--- config.mk ---
export PLATFORM = sky130hd
export DESIGN_NAME = tls_lock_host_flat
export DESIGN_NICKNAME = d
export VERILOG_FILES = /design/src/tls_pkg.sv /design/src/tls_link_if.sv /design/src/tls_lock_host.sv /design/src/tls_settle_timer.sv /design/src/flat_wrapper.sv
export SDC_FILE = /design/constraint.sdc
export NUM_CORES = 1
export LEC_CHECK = 0
export BUFFER_PORTS_ARGS = -buffer_cell sky130_fd_sc_hd__buf_2
export CORE_ASPECT_RATIO = 0.6
export CORE_MARGIN = 8
export CORE_UTILIZATION = 55
export DETAILED_ROUTE_END_ITERATION = 16
export GPL_TIMING_DRIVEN = 0
export PLACE_DENSITY = 0.84
export RECOVER_POWER = 25
export SLEW_MARGIN = 20
export SYNTH_ARGS = -nofsm -noshare
export SYNTH_HDL_FRONTEND = slang
export SYNTH_SLANG_ARGS = --single-unit
export TNS_END_PERCENT = 30
--- constraint.sdc ---
create_clock -name sys_clk -period 5.7 [get_ports sys_clk]
set_input_delay 0.855 -clock sys_clk [delete_from_list [all_inputs] [get_ports sys_clk]]
set_output_delay 0.855 -clock sys_clk [all_outputs]
set_load 0.01 [all_outputs]
--- src/tls_pkg.sv ---
// Shared constants for the tuner lock search pair: link register map,
// field positions, reset values, host register map and host states.
// Assumes a single 10 MHz system clock on both ends.
`default_nettype none

package tls_pkg;

  ////////////////////////////////////////////////////////////////////////
  // Clocking and timing
  localparam int CLK_MHZ = 10;
  localparam int SETTLE_US = 10;
  localparam logic [15:0] SETTLE_RST = 16'(SETTLE_US * CLK_MHZ);

  ////////////////////////////////////////////////////////////////////////
  // Tuner link register addresses
  localparam logic [2:0] LA_VCO = 3'h0;
  localparam logic [2:0] LA_SER = 3'h1;
  localparam logic [2:0] LA_PAR = 3'h2;
  localparam logic [2:0] LA_ROMA = 3'h3;
  localparam logic [2:0] LA_ROMD = 3'h4;
  localparam logic [2:0] LA_OVLD = 3'h5;
  localparam logic [2:0] LA_LOCK = 3'h6;

  // Oscillator register fields: sub-band [2:0], oscillator [4:3], divider [6:5]
  localparam int SUB_LSB = 0;
  localparam int VSEL_LSB = 3;
  localparam int VDIV_LSB = 5;

  // Calibration store and synthesizer geometry
  localparam int ROM_WORDS = 9;
  localparam int OVLD_ROM_LSB = 5;
  localparam int NUM_VCO = 3;
  localparam int NUM_SUB = 8;
  localparam logic [4:0] LAST_SETTING = 5'(NUM_VCO * NUM_SUB - 1);
  localparam logic [4:0] FIRST_SETTING = 5'h0C;

  localparam logic [2:0] LD_BOTTOM = 3'h0;
  localparam logic [2:0] LD_TOP = 3'h7;
  localparam logic [2:0] LD_LOCK_BASE = 3'h1;

  ////////////////////////////////////////////////////////////////////////
  // Host APB register map (byte addresses)
  localparam logic [11:0] A_CTRL = 12'h000;
  localparam logic [11:0] A_CHAN = 12'h004;
  localparam logic [11:0] A_DCAP = 12'h008;
  localparam logic [11:0] A_SETTLE = 12'h00C;
  localparam logic [11:0] A_STATUS = 12'h010;
  localparam logic [11:0] A_ROM0 = 12'h020;

  localparam int CTRL_START = 0;
  localparam int CTRL_DIGITAL = 1;
  localparam int CHAN_VDIV_LSB = 0;
  localparam int CHAN_SER_LSB = 8;
  localparam int CHAN_PAR_LSB = 16;
  localparam int DCAP_SER_LSB = 0;
  localparam int DCAP_PAR_LSB = 8;
  localparam int ST_CAL = 0;
  localparam int ST_BUSY = 1;
  localparam int ST_LOCK = 2;
  localparam int ST_FAIL = 3;
  localparam int ST_LD_LSB = 4;
  localparam int ST_IDX_LSB = 8;

  ////////////////////////////////////////////////////////////////////////
  // Host sequencer states
  typedef enum logic [10:0] {
    HS_CAL_ADDR = 11'h001,
    HS_CAL_READ = 11'h002,
    HS_CAL_TAKE = 11'h004,
    HS_CAL_OVLD = 11'h008,
    HS_IDLE = 11'h010,
    HS_PROG_SER = 11'h020,
    HS_PROG_PAR = 11'h040,
    HS_SEL = 11'h080,
    HS_SETTLE = 11'h100,
    HS_LD_READ = 11'h200,
    HS_LD_TAKE = 11'h400
  } tls_hstate_t;

  // Lock indicator inside the locked band
  function automatic logic tls_ld_locked(input logic [2:0] ld);
    return (ld != LD_BOTTOM) && (ld != LD_TOP);
  endfunction

endpackage

`default_nettype wire

--- src/tls_link_if.sv ---
// Register link between the lock search host and the tuner control end.
// Both ends sit on the same clock; no clocking block.
`default_nettype none

interface tls_link_if;
  logic wrEn;
  logic rdEn;
  logic [2:0] addr;
  logic [7:0] wdata;
  logic rdValid;
  logic [7:0] rdata;

  modport host (output wrEn, output rdEn, output addr, output wdata,
                input rdValid, input rdata);
  modport dev (input wrEn, input rdEn, input addr, input wdata,
               output rdValid, output rdata);
endinterface

`default_nettype wire

--- src/tls_lock_host.sv ---
// Lock search host: copies the calibration store after reset, programs
// divider and filter codes per channel, then steps oscillator settings
// until the lock indicator reads locked, a range end is hit or 24 readings pass. Software talks to it over APB.
// Assumes the tuner end answers link reads one cycle after rdEn.
//
// Functional notes
// - Program post-divider ratio per channel
// - Three oscillators, eight sub-bands each
// - Readings 001 to 110 mean locked
// - Reading 000 means step sub-band down
// - Reading 111 means step sub-band up
// - Repeat select and read until locked (the host also stops at either range end or after 24 readings)
// - Stop at first setting that locks
// - Copy overload code from store after reset
// - Write series filter code per channel
// - Write parallel filter code per channel
// - Digital channels use separately supplied codes
// - Store read: write address, read readback
//
// Added by the designer: the register offsets and the APB slave port.
`default_nettype none

module tls_lock_host #(
  parameter int SETTLE_W = 16
) (
  // Clock and reset
  input wire logic sys_clk,
  input wire logic rst_n,
  // APB slave
  input wire logic psel,
  input wire logic penable,
  input wire logic pwrite,
  input wire logic [11:0] paddr,
  input wire logic [31:0] pwdata,
  output logic [31:0] prdata,
  output logic pready,
  output logic pslverr,
  // Link to tuner
  tls_link_if.host link
);

  if (SETTLE_W < 1 || SETTLE_W > 16)
  begin : g_chk
    $error("tls_lock_host: SETTLE_W must be 1 to 16");
  end

  tls_pkg::tls_hstate_t state_q;
  logic [3:0] romIdx_q;
  logic [7:0] rom_q [tls_pkg::ROM_WORDS];
  logic calDone_q;
  logic busy_q;
  logic locked_q;
  logic fail_q;
  logic [2:0] lastLd_q;
  logic [4:0] idx_q;
  logic [4:0] tries_q;
  logic wrEn_q;
  logic rdEn_q;
  logic [2:0] addr_q;
  logic [7:0] wdata_q;
  logic timerStart_q;
  logic timerDone;

  logic digital_q;
  logic [1:0] vdiv_q;
  logic [7:0] chanSer_q;
  logic [5:0] chanPar_q;
  logic [7:0] digSer_q;
  logic [5:0] digPar_q;
  logic [SETTLE_W-1:0] settle_q;
  logic startPulse_q;
  logic [31:0] prdata_q;
  logic pready_q;
  logic [31:0] rdMux;
  logic access;
  logic wrTake;
  logic [11:0] romOff;

  ////////////////////////////////////////////////////////////////////////
  // APB slave: one wait state, write commits at the pready edge
  assign access = psel && penable;
  assign wrTake = access && pready_q && pwrite;
  assign romOff = paddr - tls_pkg::A_ROM0;

  always_comb
  begin
    rdMux = 32'h0000_0000;
    unique case (paddr)
      tls_pkg::A_CTRL: rdMux[tls_pkg::CTRL_DIGITAL] = digital_q;
      tls_pkg::A_CHAN:
      begin
        rdMux[tls_pkg::CHAN_VDIV_LSB +: 2] = vdiv_q;
        rdMux[tls_pkg::CHAN_SER_LSB +: 8] = chanSer_q;
        rdMux[tls_pkg::CHAN_PAR_LSB +: 6] = chanPar_q;
      end
      tls_pkg::A_DCAP:
      begin
        rdMux[tls_pkg::DCAP_SER_LSB +: 8] = digSer_q;
        rdMux[tls_pkg::DCAP_PAR_LSB +: 6] = digPar_q;
      end
      tls_pkg::A_SETTLE: rdMux[SETTLE_W-1:0] = settle_q;
      tls_pkg::A_STATUS:
      begin
        rdMux[tls_pkg::ST_CAL] = calDone_q;
        rdMux[tls_pkg::ST_BUSY] = busy_q;
        rdMux[tls_pkg::ST_LOCK] = locked_q;
        rdMux[tls_pkg::ST_FAIL] = fail_q;
        rdMux[tls_pkg::ST_LD_LSB +: 3] = lastLd_q;
        rdMux[tls_pkg::ST_IDX_LSB +: 5] = idx_q;
      end
      default:
      begin
        // Calibration copy, one byte per word; unmapped reads give zero
        if (paddr[1:0] == 2'b00 && romOff[11:2] < 10'(tls_pkg::ROM_WORDS))
          rdMux[7:0] = rom_q[romOff[5:2]];
      end
    endcase
  end

  always_ff @(posedge sys_clk or negedge rst_n)
  begin
    if (!rst_n)
    begin
      pready_q <= 1'b0;
      prdata_q <= 32'h0000_0000;
    end
    else
    begin
      pready_q <= access && !pready_q;
      if (access && !pready_q && !pwrite)
        prdata_q <= rdMux;
    end
  end

  // Start is a pulse; a start while a search runs is ignored
  always_ff @(posedge sys_clk or negedge rst_n)
  begin
    if (!rst_n)
    begin
      digital_q <= 1'b0;
      vdiv_q <= 2'h0;
      chanSer_q <= 8'h00;
      chanPar_q <= 6'h00;
      digSer_q <= 8'h00;
      digPar_q <= 6'h00;
      settle_q <= tls_pkg::SETTLE_RST[SETTLE_W-1:0];
      startPulse_q <= 1'b0;
    end
    else
    begin
      startPulse_q <= wrTake && paddr == tls_pkg::A_CTRL && pwdata[tls_pkg::CTRL_START];
      if (wrTake)
      begin
        unique case (paddr)
          tls_pkg::A_CTRL: digital_q <= pwdata[tls_pkg::CTRL_DIGITAL];
          tls_pkg::A_CHAN:
          begin
            vdiv_q <= pwdata[tls_pkg::CHAN_VDIV_LSB +: 2];
            chanSer_q <= pwdata[tls_pkg::CHAN_SER_LSB +: 8];
            chanPar_q <= pwdata[tls_pkg::CHAN_PAR_LSB +: 6];
          end
          tls_pkg::A_DCAP:
          begin
            digSer_q <= pwdata[tls_pkg::DCAP_SER_LSB +: 8];
            digPar_q <= pwdata[tls_pkg::DCAP_PAR_LSB +: 6];
          end
          tls_pkg::A_SETTLE: settle_q <= pwdata[SETTLE_W-1:0];
          default: ;
        endcase
      end
    end
  end

  ////////////////////////////////////////////////////////////////////////
  // Calibration store copy
  always_ff @(posedge sys_clk or negedge rst_n)
  begin
    if (!rst_n)
    begin
      for (int i = 0; i < tls_pkg::ROM_WORDS; i++)
        rom_q[i] <= 8'h00;
    end
    else if (state_q == tls_pkg::HS_CAL_TAKE && link.rdValid)
      rom_q[romIdx_q] <= link.rdata;
  end

  ////////////////////////////////////////////////////////////////////////
  // Settling timer
  tls_settle_timer #(
    .W(SETTLE_W)
  ) u_settle (
    .sys_clk(sys_clk),
    .rst_n(rst_n),
    .start(timerStart_q),
    .loadVal(settle_q),
    .done(timerDone)
  );

  ////////////////////////////////////////////////////////////////////////
  // Sequencer and link drive
  always_ff @(posedge sys_clk or negedge rst_n)
  begin
    if (!rst_n)
    begin
      state_q <= tls_pkg::HS_CAL_ADDR;
      romIdx_q <= 4'h0;
      calDone_q <= 1'b0;
      busy_q <= 1'b0;
      locked_q <= 1'b0;
      fail_q <= 1'b0;
      lastLd_q <= 3'h0;
      idx_q <= tls_pkg::FIRST_SETTING;
      tries_q <= 5'h00;
      wrEn_q <= 1'b0;
      rdEn_q <= 1'b0;
      addr_q <= 3'h0;
      wdata_q <= 8'h00;
      timerStart_q <= 1'b0;
    end
    else
    begin
      wrEn_q <= 1'b0;
      rdEn_q <= 1'b0;
      timerStart_q <= 1'b0;
      unique case (state_q)
        tls_pkg::HS_CAL_ADDR:
        begin
          wrEn_q <= 1'b1;
          addr_q <= tls_pkg::LA_ROMA;
          wdata_q <= {4'h0, romIdx_q};
          state_q <= tls_pkg::HS_CAL_READ;
        end
        tls_pkg::HS_CAL_READ:
        begin
          rdEn_q <= 1'b1;
          addr_q <= tls_pkg::LA_ROMD;
          state_q <= tls_pkg::HS_CAL_TAKE;
        end
        tls_pkg::HS_CAL_TAKE:
        begin
          if (link.rdValid)
          begin
            if (romIdx_q == 4'(tls_pkg::ROM_WORDS - 1))
              state_q <= tls_pkg::HS_CAL_OVLD;
            else
            begin
              romIdx_q <= romIdx_q + 4'h1;
              state_q <= tls_pkg::HS_CAL_ADDR;
            end
          end
        end
        tls_pkg::HS_CAL_OVLD:
        begin
          wrEn_q <= 1'b1;
          addr_q <= tls_pkg::LA_OVLD;
          wdata_q <= {5'h00, rom_q[0][tls_pkg::OVLD_ROM_LSB +: 3]};
          calDone_q <= 1'b1;
          state_q <= tls_pkg::HS_IDLE;
        end
        tls_pkg::HS_IDLE:
        begin
          if (startPulse_q)
          begin
            busy_q <= 1'b1;
            locked_q <= 1'b0;
            fail_q <= 1'b0;
            idx_q <= tls_pkg::FIRST_SETTING;
            tries_q <= 5'h00;
            state_q <= tls_pkg::HS_PROG_SER;
          end
        end
        tls_pkg::HS_PROG_SER:
        begin
          wrEn_q <= 1'b1;
          addr_q <= tls_pkg::LA_SER;
          wdata_q <= digital_q ? digSer_q : chanSer_q;
          state_q <= tls_pkg::HS_PROG_PAR;
        end
        tls_pkg::HS_PROG_PAR:
        begin
          wrEn_q <= 1'b1;
          addr_q <= tls_pkg::LA_PAR;
          wdata_q <= {2'b00, digital_q ? digPar_q : chanPar_q};
          state_q <= tls_pkg::HS_SEL;
        end
        tls_pkg::HS_SEL:
        begin
          wrEn_q <= 1'b1;
          addr_q <= tls_pkg::LA_VCO;
          wdata_q <= {1'b0, vdiv_q, idx_q};
          timerStart_q <= 1'b1;
          state_q <= tls_pkg::HS_SETTLE;
        end
        tls_pkg::HS_SETTLE:
        begin
          if (timerDone)
            state_q <= tls_pkg::HS_LD_READ;
        end
        tls_pkg::HS_LD_READ:
        begin
          rdEn_q <= 1'b1;
          addr_q <= tls_pkg::LA_LOCK;
          state_q <= tls_pkg::HS_LD_TAKE;
        end
        tls_pkg::HS_LD_TAKE:
        begin
          if (link.rdValid)
          begin
            lastLd_q <= link.rdata[2:0];
            tries_q <= tries_q + 5'h01;
            if (tls_pkg::tls_ld_locked(link.rdata[2:0]))
            begin
              // First setting that locks is kept
              locked_q <= 1'b1;
              busy_q <= 1'b0;
              state_q <= tls_pkg::HS_IDLE;
            end
            else if ((link.rdata[2:0] == tls_pkg::LD_BOTTOM && idx_q == 5'h00) ||
                     (link.rdata[2:0] == tls_pkg::LD_TOP &&
                      idx_q == tls_pkg::LAST_SETTING) ||
                     tries_q == tls_pkg::LAST_SETTING)
            begin
              // Out of range, or 24 readings taken without a lock
              fail_q <= 1'b1;
              busy_q <= 1'b0;
              state_q <= tls_pkg::HS_IDLE;
            end
            else
            begin
              if (link.rdata[2:0] == tls_pkg::LD_BOTTOM)
                idx_q <= idx_q - 5'h01;
              else
                idx_q <= idx_q + 5'h01;
              state_q <= tls_pkg::HS_SEL;
            end
          end
        end
      endcase
    end
  end

  assign link.wrEn = wrEn_q;
  assign link.rdEn = rdEn_q;
  assign link.addr = addr_q;
  assign link.wdata = wdata_q;
  assign prdata = prdata_q;
  assign pready = pready_q;
  assign pslverr = 1'b0;

endmodule

`default_nettype wire

--- src/tls_settle_timer.sv ---
// Settling delay counter used by the host between a setting change and
// the lock read. Assumes start is a one-cycle pulse on sys_clk.
`default_nettype none

module tls_settle_timer #(
  parameter int W = 16
) (
  // Clock and reset
  input wire logic sys_clk,
  input wire logic rst_n,
  // Control
  input wire logic start,
  input wire logic [W-1:0] loadVal,
  output logic done
);

  if (W < 1)
  begin : g_chk
    $error("tls_settle_timer: W must be at least 1");
  end

  logic [W-1:0] count_q;
  logic done_q;

  // A zero load still waits one cycle so the read never precedes the write
  always_ff @(posedge sys_clk or negedge rst_n)
  begin
    if (!rst_n)
    begin
      count_q <= '0;
      done_q <= 1'b0;
    end
    else if (start)
    begin
      count_q <= (loadVal == '0) ? W'(1) : loadVal;
      done_q <= 1'b0;
    end
    else
    begin
      if (count_q != '0)
        count_q <= count_q - W'(1);
      done_q <= (count_q == W'(1));
    end
  end

  assign done = done_q;

endmodule

`default_nettype wire

--- src/flat_wrapper.sv ---
// flat-port wrapper written by rule: the top's interface ports become plain ports
module tls_lock_host_flat 
#(
  parameter int SETTLE_W = 16
)
  (sys_clk, rst_n, psel, penable, pwrite, paddr, pwdata, prdata, pready, pslverr, link_wrEn, link_rdEn, link_addr, link_wdata, link_rdValid, link_rdata);
  tls_link_if link_i ();
  input wire logic sys_clk;
  input wire logic rst_n;
  input wire logic psel;
  input wire logic penable;
  input wire logic pwrite;
  input wire logic [11:0] paddr;
  input wire logic [31:0] pwdata;
  output logic [31:0] prdata;
  output logic pready;
  output logic pslverr;
  output wire logic [$bits(link_i.wrEn)-1:0] link_wrEn;
  output wire logic [$bits(link_i.rdEn)-1:0] link_rdEn;
  output wire logic [$bits(link_i.addr)-1:0] link_addr;
  output wire logic [$bits(link_i.wdata)-1:0] link_wdata;
  input wire logic [$bits(link_i.rdValid)-1:0] link_rdValid;
  input wire logic [$bits(link_i.rdata)-1:0] link_rdata;
  assign link_wrEn = link_i.wrEn;
  assign link_rdEn = link_i.rdEn;
  assign link_addr = link_i.addr;
  assign link_wdata = link_i.wdata;
  assign link_i.rdValid = link_rdValid;
  assign link_i.rdata = link_rdata;
  tls_lock_host #(.SETTLE_W(SETTLE_W)) u_core (.sys_clk(sys_clk), .rst_n(rst_n), .psel(psel), .penable(penable), .pwrite(pwrite), .paddr(paddr), .pwdata(pwdata), .prdata(prdata), .pready(pready), .pslverr(pslverr), .link(link_i));
endmodule
; Word level (Yosys, flattened, before mapping)
; Cells that the tools add are included.
[classes]
n_mux = 56
eq_ne = 30
addsub = 6
magnitude_cmp = 4
reduce_logical = 44
n_bitwise = 3
[ops]
columns = op, n
row1 = $pmux W11 S11, 1
row2 = $bwmux W72, 1
row3 = $mux W11, 5
row4 = $mux W16, 3
row5 = $mux W8, 6
row6 = $pmux W5 S4, 2
row7 = $pmux W8 S5, 1
row8 = $mux W5, 7
row9 = $bmux W8 S4, 1
row10 = $demux W8 S4, 1
row11 = $eq A12 B4 Y1 const B, 2
row12 = $pmux W3 S7, 1
row13 = $pmux W5 S2, 2
row14 = $eq A16 B1 Y1 const B, 1
row15 = $logic_not A16 Y1, 1
row16 = $reduce_bool A16 Y1, 1
row17 = $sub A16 B1 Y16 const B, 1
row18 = $mux W1, 14
row19 = $logic_and A1 B1 Y1, 13
row20 = $eq A12 B3 Y1 const B, 1
row21 = $eq A12 B5 Y1 const B, 1
row22 = $logic_not A12 Y1, 1
row23 = $mux W6, 2
row24 = $reduce_and A4 Y1, 3
row25 = 47 further kinds, 71
[word_totals]
regBits = 206
word_cells = 178
output_inout_bits = 47

; Longest topological paths before layout
; Gate-level depths: netlist of run 1.
[logic_depth]
ltp_word = 8
mapped_depth = 9
depth_no_buf = 8

; Hierarchy
; A second synthesis of run 1 with hierarchy kept.
[hier_totals]
cells_unflattened = 904
hier_area_um2 = 10441.3
[modules_own_cells]
columns = mod, cells_per_inst, area_per_inst_um2, instances
row1 = tls_lock_host, 781, 9318.9, 1
row2 = tls_settle_timer, 123, 1122.3, 1

; Worst setup path after synthesis of run 1
; No wires, ideal clock.
[synth_timing]
path_type = input-to-reg
from = in paddr[5]
to = reg u_core.settle_q[10]
path_stages = 7
arrival_time_ns = 2.419
required_time_ns = 5.575
path_buffers = 2
setup_slack_ns = 3.156
cell_sequence = buf_2 -> nor4_4 -> and3_2 -> nand3_1 -> nor2_4 -> buf_4 -> mux2_2
[synth_via]
elab_chain_len = 2
[synth_rtl]
columns = item, line
row1 = start: declaration, flat_wrapper.sv:13  ; input wire logic [11:0] paddr;
row2 = $eq A12 B4 Y1, tls_lock_host.sv:154  ; unique case (paddr)
row3 = $reduce_and A2 Y1 (no line), n/a
row4 = end signal: assignment, tls_lock_host.sv:146  ; settle_q <= tls_pkg::SETTLE_RST[SETTLE_W-1:0];
row5 = end signal: assignment, tls_lock_host.sv:167  ; tls_pkg::A_SETTLE: settle_q <= pwdata[SETTLE_W-1:0];
row6 = end: declaration, tls_lock_host.sv:70  ; logic [SETTLE_W-1:0] settle_q;
; Every way passes these cells.
; A chain may end at the register's enable or synchronous reset.

==> impl_results.html, run 1 <==
<table>
<tr><th>Metric</th><th>Value</th></tr>
<tr><th colspan="2">Setup path</th></tr>
<tr><td>Max stage delay on crit path</td><td>about 1.8 ns</td></tr>
<tr><td>Critical path required time</td><td>about 5.8 ns</td></tr>
<tr><td>Worst endpoint data arrival time</td><td>between 3 and 4 ns</td></tr>
<tr><td>Count of cell instances traversed by the critical path</td><td>2</td></tr>
<tr><td>CP max-delay cell</td><td>sky130_fd_sc_hd__clkbuf_2</td></tr>
<tr><td>Kind of cell adding the most delay to the critical path</td><td>buffers and inverters</td></tr>
<tr><td>Capture instance of the worst register-to-register path</td><td>u_core.link.wdata[1]</td></tr>
<tr><td>Start of the worst register-to-register path</td><td>u_core.digital_q</td></tr>
<tr><td>Critical Path Sink Type</td><td>async pin</td></tr>
<tr><td>Slack of the worst reg-to-reg path</td><td>just under 3 ns</td></tr>
<tr><td>Startpoint type of the worst setup path</td><td>input pin</td></tr>
<tr><td>WP buf/inv</td><td>2</td></tr>
<tr><td>Cell Chain, Critical Path</td><td>clkbuf_1 &gt; clkbuf_2</td></tr>
<tr><td>Worst setup path class</td><td>in2async</td></tr>
<tr><td>Biggest fanout along the worst timing path</td><td>96</td></tr>
<tr><td>Number of cell instances on the worst register-to-register path</td><td>6</td></tr>
<tr><th colspan="2">Layout</th></tr>
<tr><td>Area of all placed cells without fillers</td><td>~12000 um^2</td></tr>
<tr><td>Synth-to-layout area growth</td><td>13.4%</td></tr>
<tr><td>Final net count</td><td>about 1100</td></tr>
<tr><td>Number of filler cells placed in the layout</td><td>between 1000 and 1500</td></tr>
<tr><td>Fraction of final layout cells sized beyond drive strength 1</td><td>between 30% and 40%</td></tr>
<tr><td>Share of the core filled with cells</td><td>62.9%</td></tr>
<tr><th colspan="2">Clock tree</th></tr>
<tr><td>Clk buf depth</td><td>3</td></tr>
<tr><td>Cts-stage hold buffer count</td><td>0</td></tr>
<tr><td>Gates resized, CTS repair</td><td>0</td></tr>
<tr><td>Clock transition at the registers of the reported paths</td><td>about 0.070 ns</td></tr>
<tr><td>H-tree depth reported by CTS</td><td>1</td></tr>
<tr><td>CTS sink count</td><td>about 200</td></tr>
<tr><td>Clock Latency Late Sink</td><td>between 0.5 and 0.6 ns</td></tr>
<tr><td>Setup bufs post-CTS</td><td>0</td></tr>
<tr><td>Root buffer cell</td><td>sky130_fd_sc_hd__clkbuf_16</td></tr>
<tr><td>Number of CTS-inserted buffers</td><td>20</td></tr>
<tr><td>TritonCTS clock tree</td><td>done</td></tr>
<tr><th colspan="2">STA</th></tr>
<tr><td>Pin slew with the least headroom to its limit</td><td>around 2.4 ns</td></tr>
<tr><td>Final hold violation count</td><td>0</td></tr>
<tr><td>Post-route clock period utilization</td><td>52.8%</td></tr>
<tr><td>Fmax</td><td>332 MHz</td></tr>
<tr><td>Final setup fails</td><td>0</td></tr>
<tr><td>Unrepaired setup endpoints after global routing</td><td>false</td></tr>
<tr><td>Setup Total Neg Slack</td><td>0 ns</td></tr>
<tr><td>Worst-case clock skew</td><td>roughly 0.025 ns</td></tr>
<tr><td>Relative slew margins</td><td>-60.2%</td></tr>
<tr><td>Max-slew violation count</td><td>96</td></tr>
<tr><td>Post-layout minimum cycle time</td><td>3.01 ns</td></tr>
<tr><th colspan="2">Routing</th></tr>
<tr><td>Total iterations of the first detailed-routing run</td><td>6</td></tr>
<tr><td>Via-to-Cell Ratio</td><td>about 6.3</td></tr>
<tr><td>Total Routed Length</td><td>~28000 um</td></tr>
<tr><td>Wirelength per Cell</td><td>approximately 22 um</td></tr>
<tr><td>DR vias</td><td>8038</td></tr>
<tr><td>DRC errors left</td><td>0</td></tr>
<tr><td>First-iteration detailed-routing DRC count</td><td>~860</td></tr>
<tr><td>Final antenna-violating net count</td><td>0</td></tr>
<tr><th colspan="2">Floorplanning</th></tr>
<tr><td>Vert. Die Dim</td><td>between 100 and 150 um</td></tr>
<tr><td>Starting utilization of the core area</td><td>between 50% and 60%</td></tr>
<tr><td>Die Span X</td><td>roughly 190 um</td></tr>
<tr><td>Die Area</td><td>approximately 24000 um^2</td></tr>
<tr><td>Standard-cell row count</td><td>39</td></tr>
<tr><td>Number of ports placed on the die boundary</td><td>between 100 and 150</td></tr>
<tr><td>Area of the core</td><td>~19000 um^2</td></tr>
<tr><th colspan="2">Yosys</th></tr>
<tr><td>Synth Cell Area</td><td>10400 um^2</td></tr>
<tr><td>Cell variety after synth</td><td>75</td></tr>
<tr><td>Share of synthesized area occupied by flip-flops and latches</td><td>49.6%</td></tr>
<tr><td>Synth Flop Type</td><td>sky130_fd_sc_hd__dfrtp_1</td></tr>
<tr><td>EDFF count, synth</td><td>0</td></tr>
<tr><td>Post-synthesis average cell area</td><td>about 12 um^2</td></tr>
<tr><td>Fraction of registers with async set or reset after synthesis</td><td>between 90% and 100%</td></tr>
<tr><td>Register bit total from synthesis</td><td>around 210</td></tr>
<tr><td>Synth Warn #</td><td>0</td></tr>
<tr><td>Post-synthesis instance total</td><td>roughly 900</td></tr>
<tr><th colspan="2">Global routing</th></tr>
<tr><td>Via count of the first global-routing pass</td><td>slightly below 8000</td></tr>
<tr><td>Grt total ovfl</td><td>0</td></tr>
<tr><td>First-pass GRT wire length</td><td>44300 um</td></tr>
<tr><td>Initial antenna violation count</td><td>2</td></tr>
<tr><td>Maximum number of pins on one net before global-route repair</td><td>about 100</td></tr>
<tr><td>GRT Util Overall</td><td>between 20% and 30%</td></tr>
<tr><th colspan="2">Job</th></tr>
<tr><td>Max Cap Violations</td><td>1</td></tr>
<tr><th colspan="2">Placed design</th></tr>
<tr><td>Count of input and output buffers</td><td>slightly above 80</td></tr>
<tr><td>Hpwl dp</td><td>around 21000 um</td></tr>
<tr><td>Total cell area at the placement stage</td><td>approximately 11000 um^2</td></tr>
<tr><td>Routability congestion estimate from global placement</td><td>just over 0.9</td></tr>
<tr><th colspan="2">Power</th></tr>
<tr><td>Lkg Pwr</td><td>approximately 0.0056 uW</td></tr>
<tr><td>Highest ir drop seen on vdd</td><td>0.289 mV</td></tr>
<tr><td>Total power per unit cell area</td><td>between 300 and 400 nW/um^2</td></tr>
<tr><th colspan="2">Status</th></tr>
<tr><td>Run status</td><td>finished with violations</td></tr>
<tr><td>Failing checks</td><td>max-capacitance violations, max-slew violations</td></tr>
<tr><th colspan="2">Worst hold path</th></tr>
<tr><td>Kind of path behind the tightest hold check</td><td>in2async</td></tr>
</table>
## flip-flops by register name, summed over array words and instances (netlist names), 2 cells and up
signal                   count
u_core.chanPar_q             6
u_core.lastLd_q              3
u_core.idx_q                 5
u_core.romIdx_q              4
u_core.vdiv_q                2
u_core.link.wdata            8
u_core.digSer_q              8
u_core.digPar_q              6
u_core.prdata               22
u_core.tries_q               5
u_core.settle_q             16
u_core.rom_q                72
u_core.chanSer_q             8
u_core.u_settle.count_q     16
u_core.state_q              11
u_core.link.addr             3
## logic make-up after synthesis
| kind of cell | synth area share [%] |
|---|---|
| adders and majority gates | 1.51 |
| buffers and inverters | 3.88 |
| other | 0.0360 |
| AOI/OAI and AO/OA | 9.87 |
| and+or+nand+nor | 13.9 |
| xor gates and xnor gates | 1.60 |
| muxes | 19.6 |
| DFF | 49.6 |
## through the flow
stage                     setup WS, ns  instances  hold WS (ns)  power [uW]
final                             2.69       1279         0.286        3920
after floorplan                   3.16        914         0.439        2380
after CTS                         3.01       1278         0.123        3930
after global placement           0.387       1241         0.456        2600
after detailed placement          2.55       1243         0.460        2650
after global routing              2.15       1279         0.320        4090
## per-layer routing
metal / up-vias / GRT usage (%) / wire length [um]
li1: 3542 / - / -
met1: 4016 / 35.2 / 13000
met4: 2 / 5.07 / 555
met3: 52 / 6.19 / 2880
met2: 426 / 33.8 / 11500
met5: - / 0 / 10
## synthesized netlist by cell type (6+ instances only)
library cell                instances  share of area (%)
sky130_fd_sc_hd__a211oi_1           6               0.43
sky130_fd_sc_hd__a21oi_1           33                1.6
sky130_fd_sc_hd__a221oi_1           9               0.76
sky130_fd_sc_hd__a22oi_1            9               0.65
sky130_fd_sc_hd__buf_2             12               0.58
sky130_fd_sc_hd__buf_4             15                1.1
sky130_fd_sc_hd__clkbuf_1          19               0.68
sky130_fd_sc_hd__dfrtp_1          200                 48
sky130_fd_sc_hd__dfstp_2            6                1.5
sky130_fd_sc_hd__ha_1              11                1.3
sky130_fd_sc_hd__inv_1             28                1.0
sky130_fd_sc_hd__mux2_2           138                 15
sky130_fd_sc_hd__mux2i_1           23                2.2
sky130_fd_sc_hd__mux4_2            11                2.4
sky130_fd_sc_hd__nand2_1           60                2.2
sky130_fd_sc_hd__nand2_2            9               0.54
sky130_fd_sc_hd__nand3_1           14               0.67
sky130_fd_sc_hd__nand4_1           10               0.60
sky130_fd_sc_hd__nor2_1            44                1.6
sky130_fd_sc_hd__nor2b_1           13               0.78
sky130_fd_sc_hd__nor3_1            26                1.2
sky130_fd_sc_hd__nor3_2             6               0.58
sky130_fd_sc_hd__nor4_1            12               0.72
sky130_fd_sc_hd__o21ai_0           39                1.9
sky130_fd_sc_hd__o221ai_1           6               0.50
sky130_fd_sc_hd__o22ai_1            9               0.54
sky130_fd_sc_hd__o2bb2ai_1         10               0.84
sky130_fd_sc_hd__or3_1              8               0.48
sky130_fd_sc_hd__xnor2_1            8               0.67
sky130_fd_sc_hd__xor2_1            11               0.92
## where the power goes
part	switching [uW]	leakage [uW]	internal, uW	total (uW)
Clock	569	0.000301	711	1280
Combinational	376	0.00259	394	770
Sequential	160	0.00271	1710	1870
## layout make-up
class / count / area (um^2) / area share [%]
Timing Repair Buffer: 83 / 435 / 3.68
Antenna cell: 1 / 2.50 / 0.0212
Sequential cell: 206 / 5160 / 43.7
Buffer: 53 / 290 / 2.46
Multi-Input combinational cell: 626 / 4890 / 41.4
Clock buffer: 27 / 537 / 4.54
Tap cell: 246 / 308 / 2.60
Clock inverter: 8 / 78.8 / 0.667
Inverter: 29 / 114 / 0.964
## layout by cell type, fill, tap and decap left out, drive strengths merged, types with 7 or more instances in the layout
cell / n
mux4: 11
a221oi: 9
buf: 112
o21ai: 41
nand3: 15
inv: 28
o2bb2ai: 10
nor2: 49
dfrtp: 200
mux2i: 23
nor3: 33
conb: 11
a22oi: 9
nor2b: 13
nand4: 10
nor4: 17
a21oi: 33
clkinv: 7
ha: 11
xnor2: 8
xor2: 11
mux2: 139
nand2: 69
clkbuf: 51
o22ai: 9
or3: 8
## how the worst max path moves through the flow
stage	start	end	slack, ns
2_1_floorplan	paddr[5]	u_core.settle_q[10]	3.16
3_3_place_gp	rst_n	u_core.link.wdata[0]	0.39
3_5_place_dp	paddr[9]	u_core.digSer_q[5]	2.55
4_1_cts	u_core.digital_q	u_core.link.wdata[1]	3.01
5_1_grt	rst_n	u_core.rom_q[46]	2.15
6_report	rst_n	u_core.rom_q[46]	2.69
Note: power is estimated with default switching activity, not from simulation.
==> run 2, diff against run 1 <==
==> constraint.sdc (replaced) <==
create_clock -name sys_clk -period 2.8 [get_ports sys_clk]
set_input_delay 0.42 -clock sys_clk [delete_from_list [all_inputs] [get_ports sys_clk]]
set_output_delay 0.42 -clock sys_clk [all_outputs]
set_load 0.01 [all_outputs]
==> run 2 against run 1 <==
  * Critical endpoint is now u_core.link.wdata[1]
  * Die area unchanged
  * Clock skew up 0.0020 ns
  * Wire length grew 0.12%
  * Final cell count increased by 0.16%
  * Core utilization rose by 0.15 points
  * The flow now finishes without violations
  * Critical path depth grew 4
  * Highest routed layer unchanged
  * Register-to-register slack got worse by 2.7 ns
==> impl_results.html, run 2 (synthesis gave the netlist of run 1 again) <==
<table>
<tr><th>Metric</th><th>Value</th></tr>
<tr><th colspan="2">Status</th></tr>
<tr><td>Run status</td><td>finished clean (was finished with violations)</td></tr>
<tr><th colspan="2">STA</th></tr>
<tr><td>Post-route clock period utilization</td><td>92.1%</td></tr>
<tr><td>Max-slew violation count</td><td>0 (was 96)</td></tr>
<tr><td>Final hold violation count</td><td>0 (unchanged)</td></tr>
<tr><td>Pin slew with the least headroom to its limit</td><td>1.07 ns (was 2.40 ns)</td></tr>
<tr><td>Post-layout minimum cycle time</td><td>2.58 ns</td></tr>
<tr><td>Final Hold Slack</td><td>0.141 ns (was 0.286 ns)</td></tr>
<tr><td>Relative slew margins</td><td>28.3% (was -60.2%)</td></tr>
<tr><td>Final setup fails</td><td>0 (unchanged)</td></tr>
<tr><td>Setup Total Neg Slack</td><td>0 ns (unchanged)</td></tr>
<tr><td>Worst-case clock skew</td><td>0.0274 ns (was 0.0255 ns)</td></tr>
<tr><td>Post-layout worst setup margin</td><td>0.221 ns (was 2.69 ns)</td></tr>
<tr><td>Fmax</td><td>388 MHz</td></tr>
<tr><td>Unrepaired setup endpoints after global routing</td><td>false (unchanged)</td></tr>
<tr><th colspan="2">Layout</th></tr>
<tr><td>Final net count</td><td>1090 (was 1089)</td></tr>
<tr><td>Commonest cells after routing, fill and taps aside</td><td>200 x sky130_fd_sc_hd__dfrtp_1, 138 x sky130_fd_sc_hd__mux2_2, 85 x sky130_fd_sc_hd__buf_2 (was 200 x sky130_fd_sc_hd__dfrtp_1, 138 x sky130_fd_sc_hd__mux2_2, 91 x sky130_fd_sc_hd__buf_2)</td></tr>
<tr><td>Top register by number of flip-flops</td><td>u_core.rom_q (unchanged)</td></tr>
<tr><td>Most common cell after layout, fill and taps aside</td><td>sky130_fd_sc_hd__dfrtp_1 (unchanged)</td></tr>
<tr><td>Synth-to-layout area growth</td><td>13.7% (was 13.4%)</td></tr>
<tr><td>Fraction of final layout cells sized beyond drive strength 1</td><td>31.8% (was 32.4%)</td></tr>
<tr><td>Number of flip-flops under the largest register name</td><td>72 (unchanged)</td></tr>
<tr><th colspan="2">Routing</th></tr>
<tr><td>Total Routed Length</td><td>28000 um (about the same)</td></tr>
<tr><td>Wirelength per Cell</td><td>21.8 um (was 21.9 um)</td></tr>
<tr><td>DRC errors left</td><td>0 (unchanged)</td></tr>
<tr><td>Final antenna-violating net count</td><td>0 (unchanged)</td></tr>
<tr><td>First-iteration detailed-routing DRC count</td><td>770 (was 857)</td></tr>
<tr><td>Total iterations of the first detailed-routing run</td><td>6 (unchanged)</td></tr>
<tr><td>DR vias</td><td>8035 (was 8038)</td></tr>
<tr><td>Via-to-Cell Ratio</td><td>6.27 (was 6.28)</td></tr>
<tr><th colspan="2">Floorplanning</th></tr>
<tr><td>Die Span X</td><td>194 um (unchanged)</td></tr>
<tr><td>Area of the core</td><td>18800 um^2 (unchanged)</td></tr>
<tr><td>Standard-cell row count</td><td>39 (unchanged)</td></tr>
<tr><td>Die Area</td><td>23700 um^2 (unchanged)</td></tr>
<tr><td>Starting utilization of the core area</td><td>55.5% (unchanged)</td></tr>
<tr><td>Vert. Die Dim</td><td>123 um (unchanged)</td></tr>
<tr><td>Number of ports placed on the die boundary</td><td>105 (unchanged)</td></tr>
<tr><th colspan="2">Global routing</th></tr>
<tr><td>GRT Util Overall</td><td>23.5% (about the same)</td></tr>
<tr><td>Grt total ovfl</td><td>0 (unchanged)</td></tr>
<tr><td>Via count of the first global-routing pass</td><td>7690 (was 7684)</td></tr>
<tr><td>Initial antenna violation count</td><td>2 (unchanged)</td></tr>
<tr><td>First-pass GRT wire length</td><td>44300 um (about the same)</td></tr>
<tr><td>Maximum number of pins on one net before global-route repair</td><td>103 (unchanged)</td></tr>
<tr><th colspan="2">Setup path</th></tr>
<tr><td>Worst endpoint data arrival time</td><td>2.91 ns (was 3.11 ns)</td></tr>
<tr><td>Critical Path Sink Type</td><td>register (was async pin)</td></tr>
<tr><td>Slack of the worst reg-to-reg path</td><td>0.22 ns (was 2.89 ns)</td></tr>
<tr><td>Worst setup path class</td><td>reg2reg (was in2async)</td></tr>
<tr><td>Biggest fanout along the worst timing path</td><td>10 (was 96)</td></tr>
<tr><td>CP max-delay cell</td><td>sky130_fd_sc_hd__a221oi_1 (was sky130_fd_sc_hd__clkbuf_2)</td></tr>
<tr><td>Max stage delay on crit path</td><td>0.48 ns (was 1.76 ns)</td></tr>
<tr><td>Critical path required time</td><td>3.13 ns (was 5.80 ns)</td></tr>
<tr><td>Cell Chain, Critical Path</td><td>clkbuf_1 &gt; clkbuf_2 &gt; mux2i_1 &gt; o22ai_1 &gt; a221oi_1 &gt; o21ai_0 (was clkbuf_1 &gt; clkbuf_2)</td></tr>
<tr><td>Startpoint type of the worst setup path</td><td>register (was input pin)</td></tr>
<tr><th colspan="2">Clock tree</th></tr>
<tr><td>Root buffer cell</td><td>sky130_fd_sc_hd__clkbuf_16 (unchanged)</td></tr>
<tr><td>CTS sink count</td><td>206 (unchanged)</td></tr>
<tr><td>Clock transition at the registers of the reported paths</td><td>0.07 ns (about the same)</td></tr>
<tr><td>H-tree depth reported by CTS</td><td>1 (unchanged)</td></tr>
<tr><td>Clock Latency Late Sink</td><td>0.51 ns (about the same)</td></tr>
<tr><td>Setup bufs post-CTS</td><td>0 (unchanged)</td></tr>
<tr><td>Clk buf depth</td><td>3 (unchanged)</td></tr>
<tr><td>TritonCTS clock tree</td><td>done (unchanged)</td></tr>
<tr><td>Number of CTS-inserted buffers</td><td>20 (unchanged)</td></tr>
<tr><th colspan="2">Worst hold path</th></tr>
<tr><td>Kind of path behind the tightest hold check</td><td>in2reg (was in2async)</td></tr>
<tr><th colspan="2">Placed design</th></tr>
<tr><td>Count of input and output buffers</td><td>81 (unchanged)</td></tr>
<tr><td>Hpwl dp</td><td>20600 um (unchanged)</td></tr>
<tr><td>Routability congestion estimate from global placement</td><td>0.930 (unchanged)</td></tr>
<tr><td>Setup Slack @ Placement</td><td>0.0865 ns (was 2.55 ns)</td></tr>
<tr><th colspan="2">Job</th></tr>
<tr><td>Max Cap Violations</td><td>0 (was 1)</td></tr>
<tr><th colspan="2">Power</th></tr>
<tr><td>Total power per unit cell area</td><td>674 nW/um^2 (was 332 nW/um^2)</td></tr>
<tr><td>Lkg Pwr</td><td>0.00559 uW (was 0.00560 uW)</td></tr>
<tr><td>Highest ir drop seen on vdd</td><td>0.588 mV (was 0.289 mV)</td></tr>
</table>
-- run 2: worst max-delay path: cells and delay by family, from the launching register on --
family	cells	cell delay, ns
mux	1	0.43
flops	1	0.32
buf+inv	2	0.82
compound gates	3	0.81
-- run 2: final timing paths --
path                                  startpoint                   end  cells past startpoint
worst min register to register  u_core.calDone_q      u_core.calDone_q                      1
worst max-delay path            u_core.digital_q  u_core.link.wdata[1]                      6
min in group asynchronous                  rst_n     u_core.prdata[18]                      2
worst max register to register  u_core.digital_q  u_core.link.wdata[1]                      6
worst min-delay path                  pwdata[18]   u_core.chanPar_q[2]                      2
max in group asynchronous                  rst_n       u_core.idx_q[2]                      4
-- run 2: through the flow --
| step | cell area (um^2) | util, % | cells | power [uW] |
|---|---|---|---|---|
| final | 11800 | 63.1 | 1281 | 7980 |
| after global routing | 11800 | 63.0 | 1280 | 8330 |
| after CTS | 11900 | 63.1 | 1279 | 8010 |
| after detailed placement | 11200 | 59.8 | 1243 | 5400 |
| after global placement | 11200 | 59.4 | 1241 | 5300 |
| after floorplan | 10500 | - | 914 | 4850 |
-- run 2: layout make-up --
| type | count | area, um^2 |
|---|---|---|
| multi-input combinational | 626 | 4890 |
| fill | 1435 | 6940 |
| clock buffer | 27 | 537 |
| tap | 246 | 308 |
| timing repair buffer | 84 | 460 |
| antenna | 2 | 5.00 |
| clock inverter | 8 | 78.8 |
| buffer | 53 | 292 |
| sequential | 206 | 5160 |
| inverter | 29 | 114 |
-- run 2: layer usage --
metal / track usage (%) / up-vias / wire length (um) / share of wire, %
met5: 0 / - / 10 / 0.036
met4: 5.07 / 2 / 549 / 2.0
met3: 6.19 / 53 / 2890 / 10
met2: 33.8 / 419 / 11500 / 41
met1: 35.2 / 4019 / 13000 / 47
li1: - / 3542 / - / -
-- run 2: timing repair --
item,CTS,global route
endpoints found under the hold margin,9,0
hold buffers,1,0
setup endpoints to repair,0,1
gates resized for setup,0,1
-- run 2: report_power, final --
group,internal (uW),leakage (uW),switching (uW)
logic,799,0.00259,762
registers,3480,0.00271,329
clock network,1450,0.000301,1160
total,5720,0.00559,2250
==> run 3, diff against run 2 <==
--- a/config.mk
+++ b/config.mk
@@ -5,7 +5,7 @@
 export SDC_FILE = /design/constraint.sdc
 export NUM_CORES = 1
 export LEC_CHECK = 0
-export BUFFER_PORTS_ARGS = -buffer_cell sky130_fd_sc_hd__buf_2
+export BUFFER_PORTS_ARGS = -buffer_cell sky130_fd_sc_hd__buf_4
 export CORE_ASPECT_RATIO = 0.6
 export CORE_MARGIN = 8
 export CORE_UTILIZATION = 55
==> run 3 against run 2 <==
  * Sequential share of layout area shrank 1.1 points
  * Critical path type unchanged
  * Global-route usage grew 0.31 points
  * Via count shrank 0.86%
  * Maximum frequency shrank 4.0%
  * Clock power grew 13%
  * Critical endpoint unchanged
  * Sequential cell count is the same
  * Critical path depth is the same
  * Combinational power grew 4%
  * Non-clock buffer count is the same
==> impl_results.html, run 3 (synthesis gave the netlist of run 1 again) <==
<table>
<tr><th>Metric</th><th>Value</th></tr>
<tr><th colspan="2">Status</th></tr>
<tr><td>Run status</td><td>finished clean (unchanged)</td></tr>
<tr><th colspan="2">Layout</th></tr>
<tr><td>Non-filler cells, final</td><td>1280 (was 1281)</td></tr>
<tr><td>Final net count</td><td>1090 (unchanged)</td></tr>
<tr><td>Ant. Diodes</td><td>0 (was 2)</td></tr>
<tr><td>Fraction of final layout cells sized beyond drive strength 1</td><td>32.6% (was 31.8%)</td></tr>
<tr><td>Number of filler cells placed in the layout</td><td>1362 (was 1435)</td></tr>
<tr><td>Area of all placed cells without fillers</td><td>12100 um^2 (was 11800 um^2)</td></tr>
<tr><td>Number of flip-flops under the largest register name</td><td>72 (unchanged)</td></tr>
<tr><td>Share of the core filled with cells</td><td>64.7% (was 63.1%)</td></tr>
<tr><td>Commonest cells after routing, fill and taps aside</td><td>200 x sky130_fd_sc_hd__dfrtp_1, 138 x sky130_fd_sc_hd__mux2_2, 95 x sky130_fd_sc_hd__buf_4 (was 200 x sky130_fd_sc_hd__dfrtp_1, 138 x sky130_fd_sc_hd__mux2_2, 85 x sky130_fd_sc_hd__buf_2)</td></tr>
<tr><td>Top register by number of flip-flops</td><td>u_core.rom_q (unchanged)</td></tr>
<tr><td>Most common cell after layout, fill and taps aside</td><td>sky130_fd_sc_hd__dfrtp_1 (unchanged)</td></tr>
<tr><td>Synth-to-layout area growth</td><td>16.6% (was 13.7%)</td></tr>
<tr><th colspan="2">Routing</th></tr>
<tr><td>Total Routed Length</td><td>28300 um (was 28000 um)</td></tr>
<tr><td>Total iterations of the first detailed-routing run</td><td>5 (was 6)</td></tr>
<tr><td>DRC errors left</td><td>0 (unchanged)</td></tr>
<tr><td>DR vias</td><td>7966 (was 8035)</td></tr>
<tr><td>First-iteration detailed-routing DRC count</td><td>910 (was 770)</td></tr>
<tr><td>Via-to-Cell Ratio</td><td>6.22 (was 6.27)</td></tr>
<tr><td>Wirelength per Cell</td><td>22.1 um (was 21.8 um)</td></tr>
<tr><td>Final antenna-violating net count</td><td>0 (unchanged)</td></tr>
<tr><th colspan="2">Floorplanning</th></tr>
<tr><td>Number of ports placed on the die boundary</td><td>105 (unchanged)</td></tr>
<tr><td>Starting utilization of the core area</td><td>55.5% (unchanged)</td></tr>
<tr><td>Die Span X</td><td>194 um (unchanged)</td></tr>
<tr><td>Standard-cell row count</td><td>39 (unchanged)</td></tr>
<tr><td>Vert. Die Dim</td><td>123 um (unchanged)</td></tr>
<tr><td>Die Area</td><td>23700 um^2 (unchanged)</td></tr>
<tr><td>Area of the core</td><td>18800 um^2 (unchanged)</td></tr>
<tr><th colspan="2">Power</th></tr>
<tr><td>Highest ir drop seen on vdd</td><td>0.406 mV (was 0.588 mV)</td></tr>
<tr><td>Tot Pwr</td><td>8370 uW (was 7980 uW)</td></tr>
<tr><td>Lkg Pwr</td><td>0.00571 uW (was 0.00559 uW)</td></tr>
<tr><td>Total power per unit cell area</td><td>689 nW/um^2 (was 674 nW/um^2)</td></tr>
<tr><th colspan="2">STA</th></tr>
<tr><td>Unrepaired setup endpoints after global routing</td><td>false (unchanged)</td></tr>
<tr><td>Worst-case clock skew</td><td>0.0232 ns (was 0.0274 ns)</td></tr>
<tr><td>Post-layout minimum cycle time</td><td>2.69 ns (was 2.58 ns)</td></tr>
<tr><td>Final setup fails</td><td>0 (unchanged)</td></tr>
<tr><td>Pin slew with the least headroom to its limit</td><td>1.40 ns (was 1.07 ns)</td></tr>
<tr><td>Max-slew violation count</td><td>0 (unchanged)</td></tr>
<tr><td>Final hold violation count</td><td>0 (unchanged)</td></tr>
<tr><td>Post-route clock period utilization</td><td>96.0% (was 92.1%)</td></tr>
<tr><td>Fmax</td><td>372 MHz (was 388 MHz)</td></tr>
<tr><td>Post-layout worst setup margin</td><td>0.113 ns (was 0.221 ns)</td></tr>
<tr><td>Relative slew margins</td><td>6.54% (was 28.3%)</td></tr>
<tr><th colspan="2">Placed design</th></tr>
<tr><td>Setup Slack @ Placement</td><td>0.110 ns (was 0.0865 ns)</td></tr>
<tr><td>Count of input and output buffers</td><td>81 (unchanged)</td></tr>
<tr><td>Hpwl dp</td><td>20900 um (was 20600 um)</td></tr>
<tr><td>Total cell area at the placement stage</td><td>11400 um^2 (was 11200 um^2)</td></tr>
<tr><td>Routability congestion estimate from global placement</td><td>0.943 (was 0.930)</td></tr>
<tr><td>Cells after DPL</td><td>1243 (unchanged)</td></tr>
<tr><th colspan="2">Clock tree</th></tr>
<tr><td>Gates resized, CTS repair</td><td>0 (unchanged)</td></tr>
<tr><td>Root buffer cell</td><td>sky130_fd_sc_hd__clkbuf_16 (unchanged)</td></tr>
<tr><td>Number of CTS-inserted buffers</td><td>20 (unchanged)</td></tr>
<tr><td>CTS sink count</td><td>206 (unchanged)</td></tr>
<tr><td>Clk buf depth</td><td>3 (unchanged)</td></tr>
<tr><td>Cts-stage hold buffer count</td><td>1 (unchanged)</td></tr>
<tr><td>Clock Latency Late Sink</td><td>0.51 ns (about the same)</td></tr>
<tr><td>Clock transition at the registers of the reported paths</td><td>0.06 ns (was 0.07 ns)</td></tr>
<tr><td>TritonCTS clock tree</td><td>done (unchanged)</td></tr>
<tr><td>H-tree depth reported by CTS</td><td>1 (unchanged)</td></tr>
<tr><td>Setup bufs post-CTS</td><td>0 (unchanged)</td></tr>
<tr><th colspan="2">Setup path</th></tr>
<tr><td>Critical path required time</td><td>3.14 ns (was 3.13 ns)</td></tr>
<tr><td>WP buf/inv</td><td>2 (unchanged)</td></tr>
<tr><td>Worst endpoint data arrival time</td><td>3.03 ns (was 2.91 ns)</td></tr>
<tr><td>Biggest fanout along the worst timing path</td><td>10 (unchanged)</td></tr>
<tr><td>Max stage delay on crit path</td><td>0.64 ns (was 0.48 ns)</td></tr>
<tr><td>CP max-delay cell</td><td>sky130_fd_sc_hd__buf_1 (was sky130_fd_sc_hd__a221oi_1)</td></tr>
<tr><td>Kind of cell adding the most delay to the critical path</td><td>buffers and inverters (unchanged)</td></tr>
<tr><td>Startpoint type of the worst setup path</td><td>register (unchanged)</td></tr>
<tr><td>Critical Path Sink Type</td><td>register (unchanged)</td></tr>
<tr><td>Worst setup path class</td><td>reg2reg (unchanged)</td></tr>
<tr><td>Cell Chain, Critical Path</td><td>clkbuf_1 &gt; buf_1 &gt; mux2i_1 &gt; o22ai_1 &gt; a221oi_1 &gt; o21ai_0 (was clkbuf_1 &gt; clkbuf_2 &gt; mux2i_1 &gt; o22ai_1 &gt; a221oi_1 &gt; o21ai_0)</td></tr>
<tr><th colspan="2">Global routing</th></tr>
<tr><td>First-pass GRT wire length</td><td>45000 um (was 44300 um)</td></tr>
<tr><td>Global-route track usage on met1</td><td>35.2% (about the same)</td></tr>
<tr><td>Global route hottest layer</td><td>met1 (unchanged)</td></tr>
<tr><td>GRT Util Overall</td><td>23.8% (was 23.5%)</td></tr>
<tr><td>GR met3 Demand/Resource</td><td>6.05% (was 6.19%)</td></tr>
<tr><td>Via count of the first global-routing pass</td><td>7936 (was 7690)</td></tr>
<tr><td>Initial antenna violation count</td><td>0 (was 2)</td></tr>
<tr><td>Maximum number of pins on one net before global-route repair</td><td>81 (was 103)</td></tr>
<tr><td>Met2 routing resource usage after global routing</td><td>35.1% (was 33.8%)</td></tr>
<tr><td>Grt total ovfl</td><td>0 (unchanged)</td></tr>
<tr><th colspan="2">Job</th></tr>
<tr><td>Max Cap Violations</td><td>0 (unchanged)</td></tr>
<tr><th colspan="2">Worst hold path</th></tr>
<tr><td>Kind of path behind the tightest hold check</td><td>in2reg (unchanged)</td></tr>
</table>
[run 3: changes by cell type in the layout (fill, tap and decap cells not counted)]
cell	previous run	this run
sky130_fd_sc_hd__buf_1	2	3
sky130_fd_sc_hd__buf_2	85	12
sky130_fd_sc_hd__buf_4	15	95
sky130_fd_sc_hd__bufinv_16	1	3
sky130_fd_sc_hd__clkbuf_1	33	25
sky130_fd_sc_hd__clkbuf_16	20	21
sky130_fd_sc_hd__clkbuf_8	1	5
sky130_fd_sc_hd__clkinv_2	5	0
sky130_fd_sc_hd__clkinv_8	1	0
sky130_fd_sc_hd__diode_2	2	0
[run 3: worst paths after layout]
check	startpoint	to	slack, ns	cells after the start
worst min register to register	u_core.prdata[15]	u_core.prdata[15]	0.49	2
worst max register to register	u_core.digital_q	u_core.link.wdata[1]	0.11	6
worst min-delay path	pwdata[20]	u_core.chanPar_q[4]	0.15	2
min in group asynchronous	rst_n	u_core.u_settle.count_q[14]	0.78	2
worst max-delay path	u_core.digital_q	u_core.link.wdata[1]	0.11	6
max in group asynchronous	rst_n	u_core.state_q[0]	0.58	4
[run 3: final cells by class]
class | instances | area, um^2 | share of cell area, %
Timing Repair Buffer | 84 | 671 | 5.52
Inverter | 29 | 114 | 0.937
Buffer | 53 | 290 | 2.39
Clock buffer | 32 | 617 | 5.08
Clock inverter | 4 | 97.6 | 0.803
Sequential cell | 206 | 5160 | 42.5
Multi-Input combinational cell | 626 | 4890 | 40.2
Tap cell | 246 | 308 | 2.53
[run 3: where the power goes]
| part | internal, uW | total (uW) | switching (uW) |
|---|---|---|---|
| Combinational | 867 | 1630 | 763 |
| Sequential | 3480 | 3800 | 321 |
| Clock | 1790 | 2940 | 1160 |
[run 3: per-stage QoR]
stage          TNS, ns  hold WS (ns)
2_1_floorplan        0         0.124
3_3_place_gp    -14.95         0.459
3_5_place_dp         0         0.373
4_1_cts              0         0.146
5_1_grt              0         0.155
6_report             0         0.150
[run 3: layer usage]
metal | part of all wire, % | wire length (um)
met5 | 0 | 0
met4 | 2.0 | 564
met3 | 11 | 2990
met2 | 42 | 12000
met1 | 45 | 12800
[run 3: worst register-to-register path: cells and delay by family (launching register included)]
kind	cells	cell delay, ns
compound gates	3	0.77
mux	1	0.43
flops	1	0.32
buf+inv	2	1.01
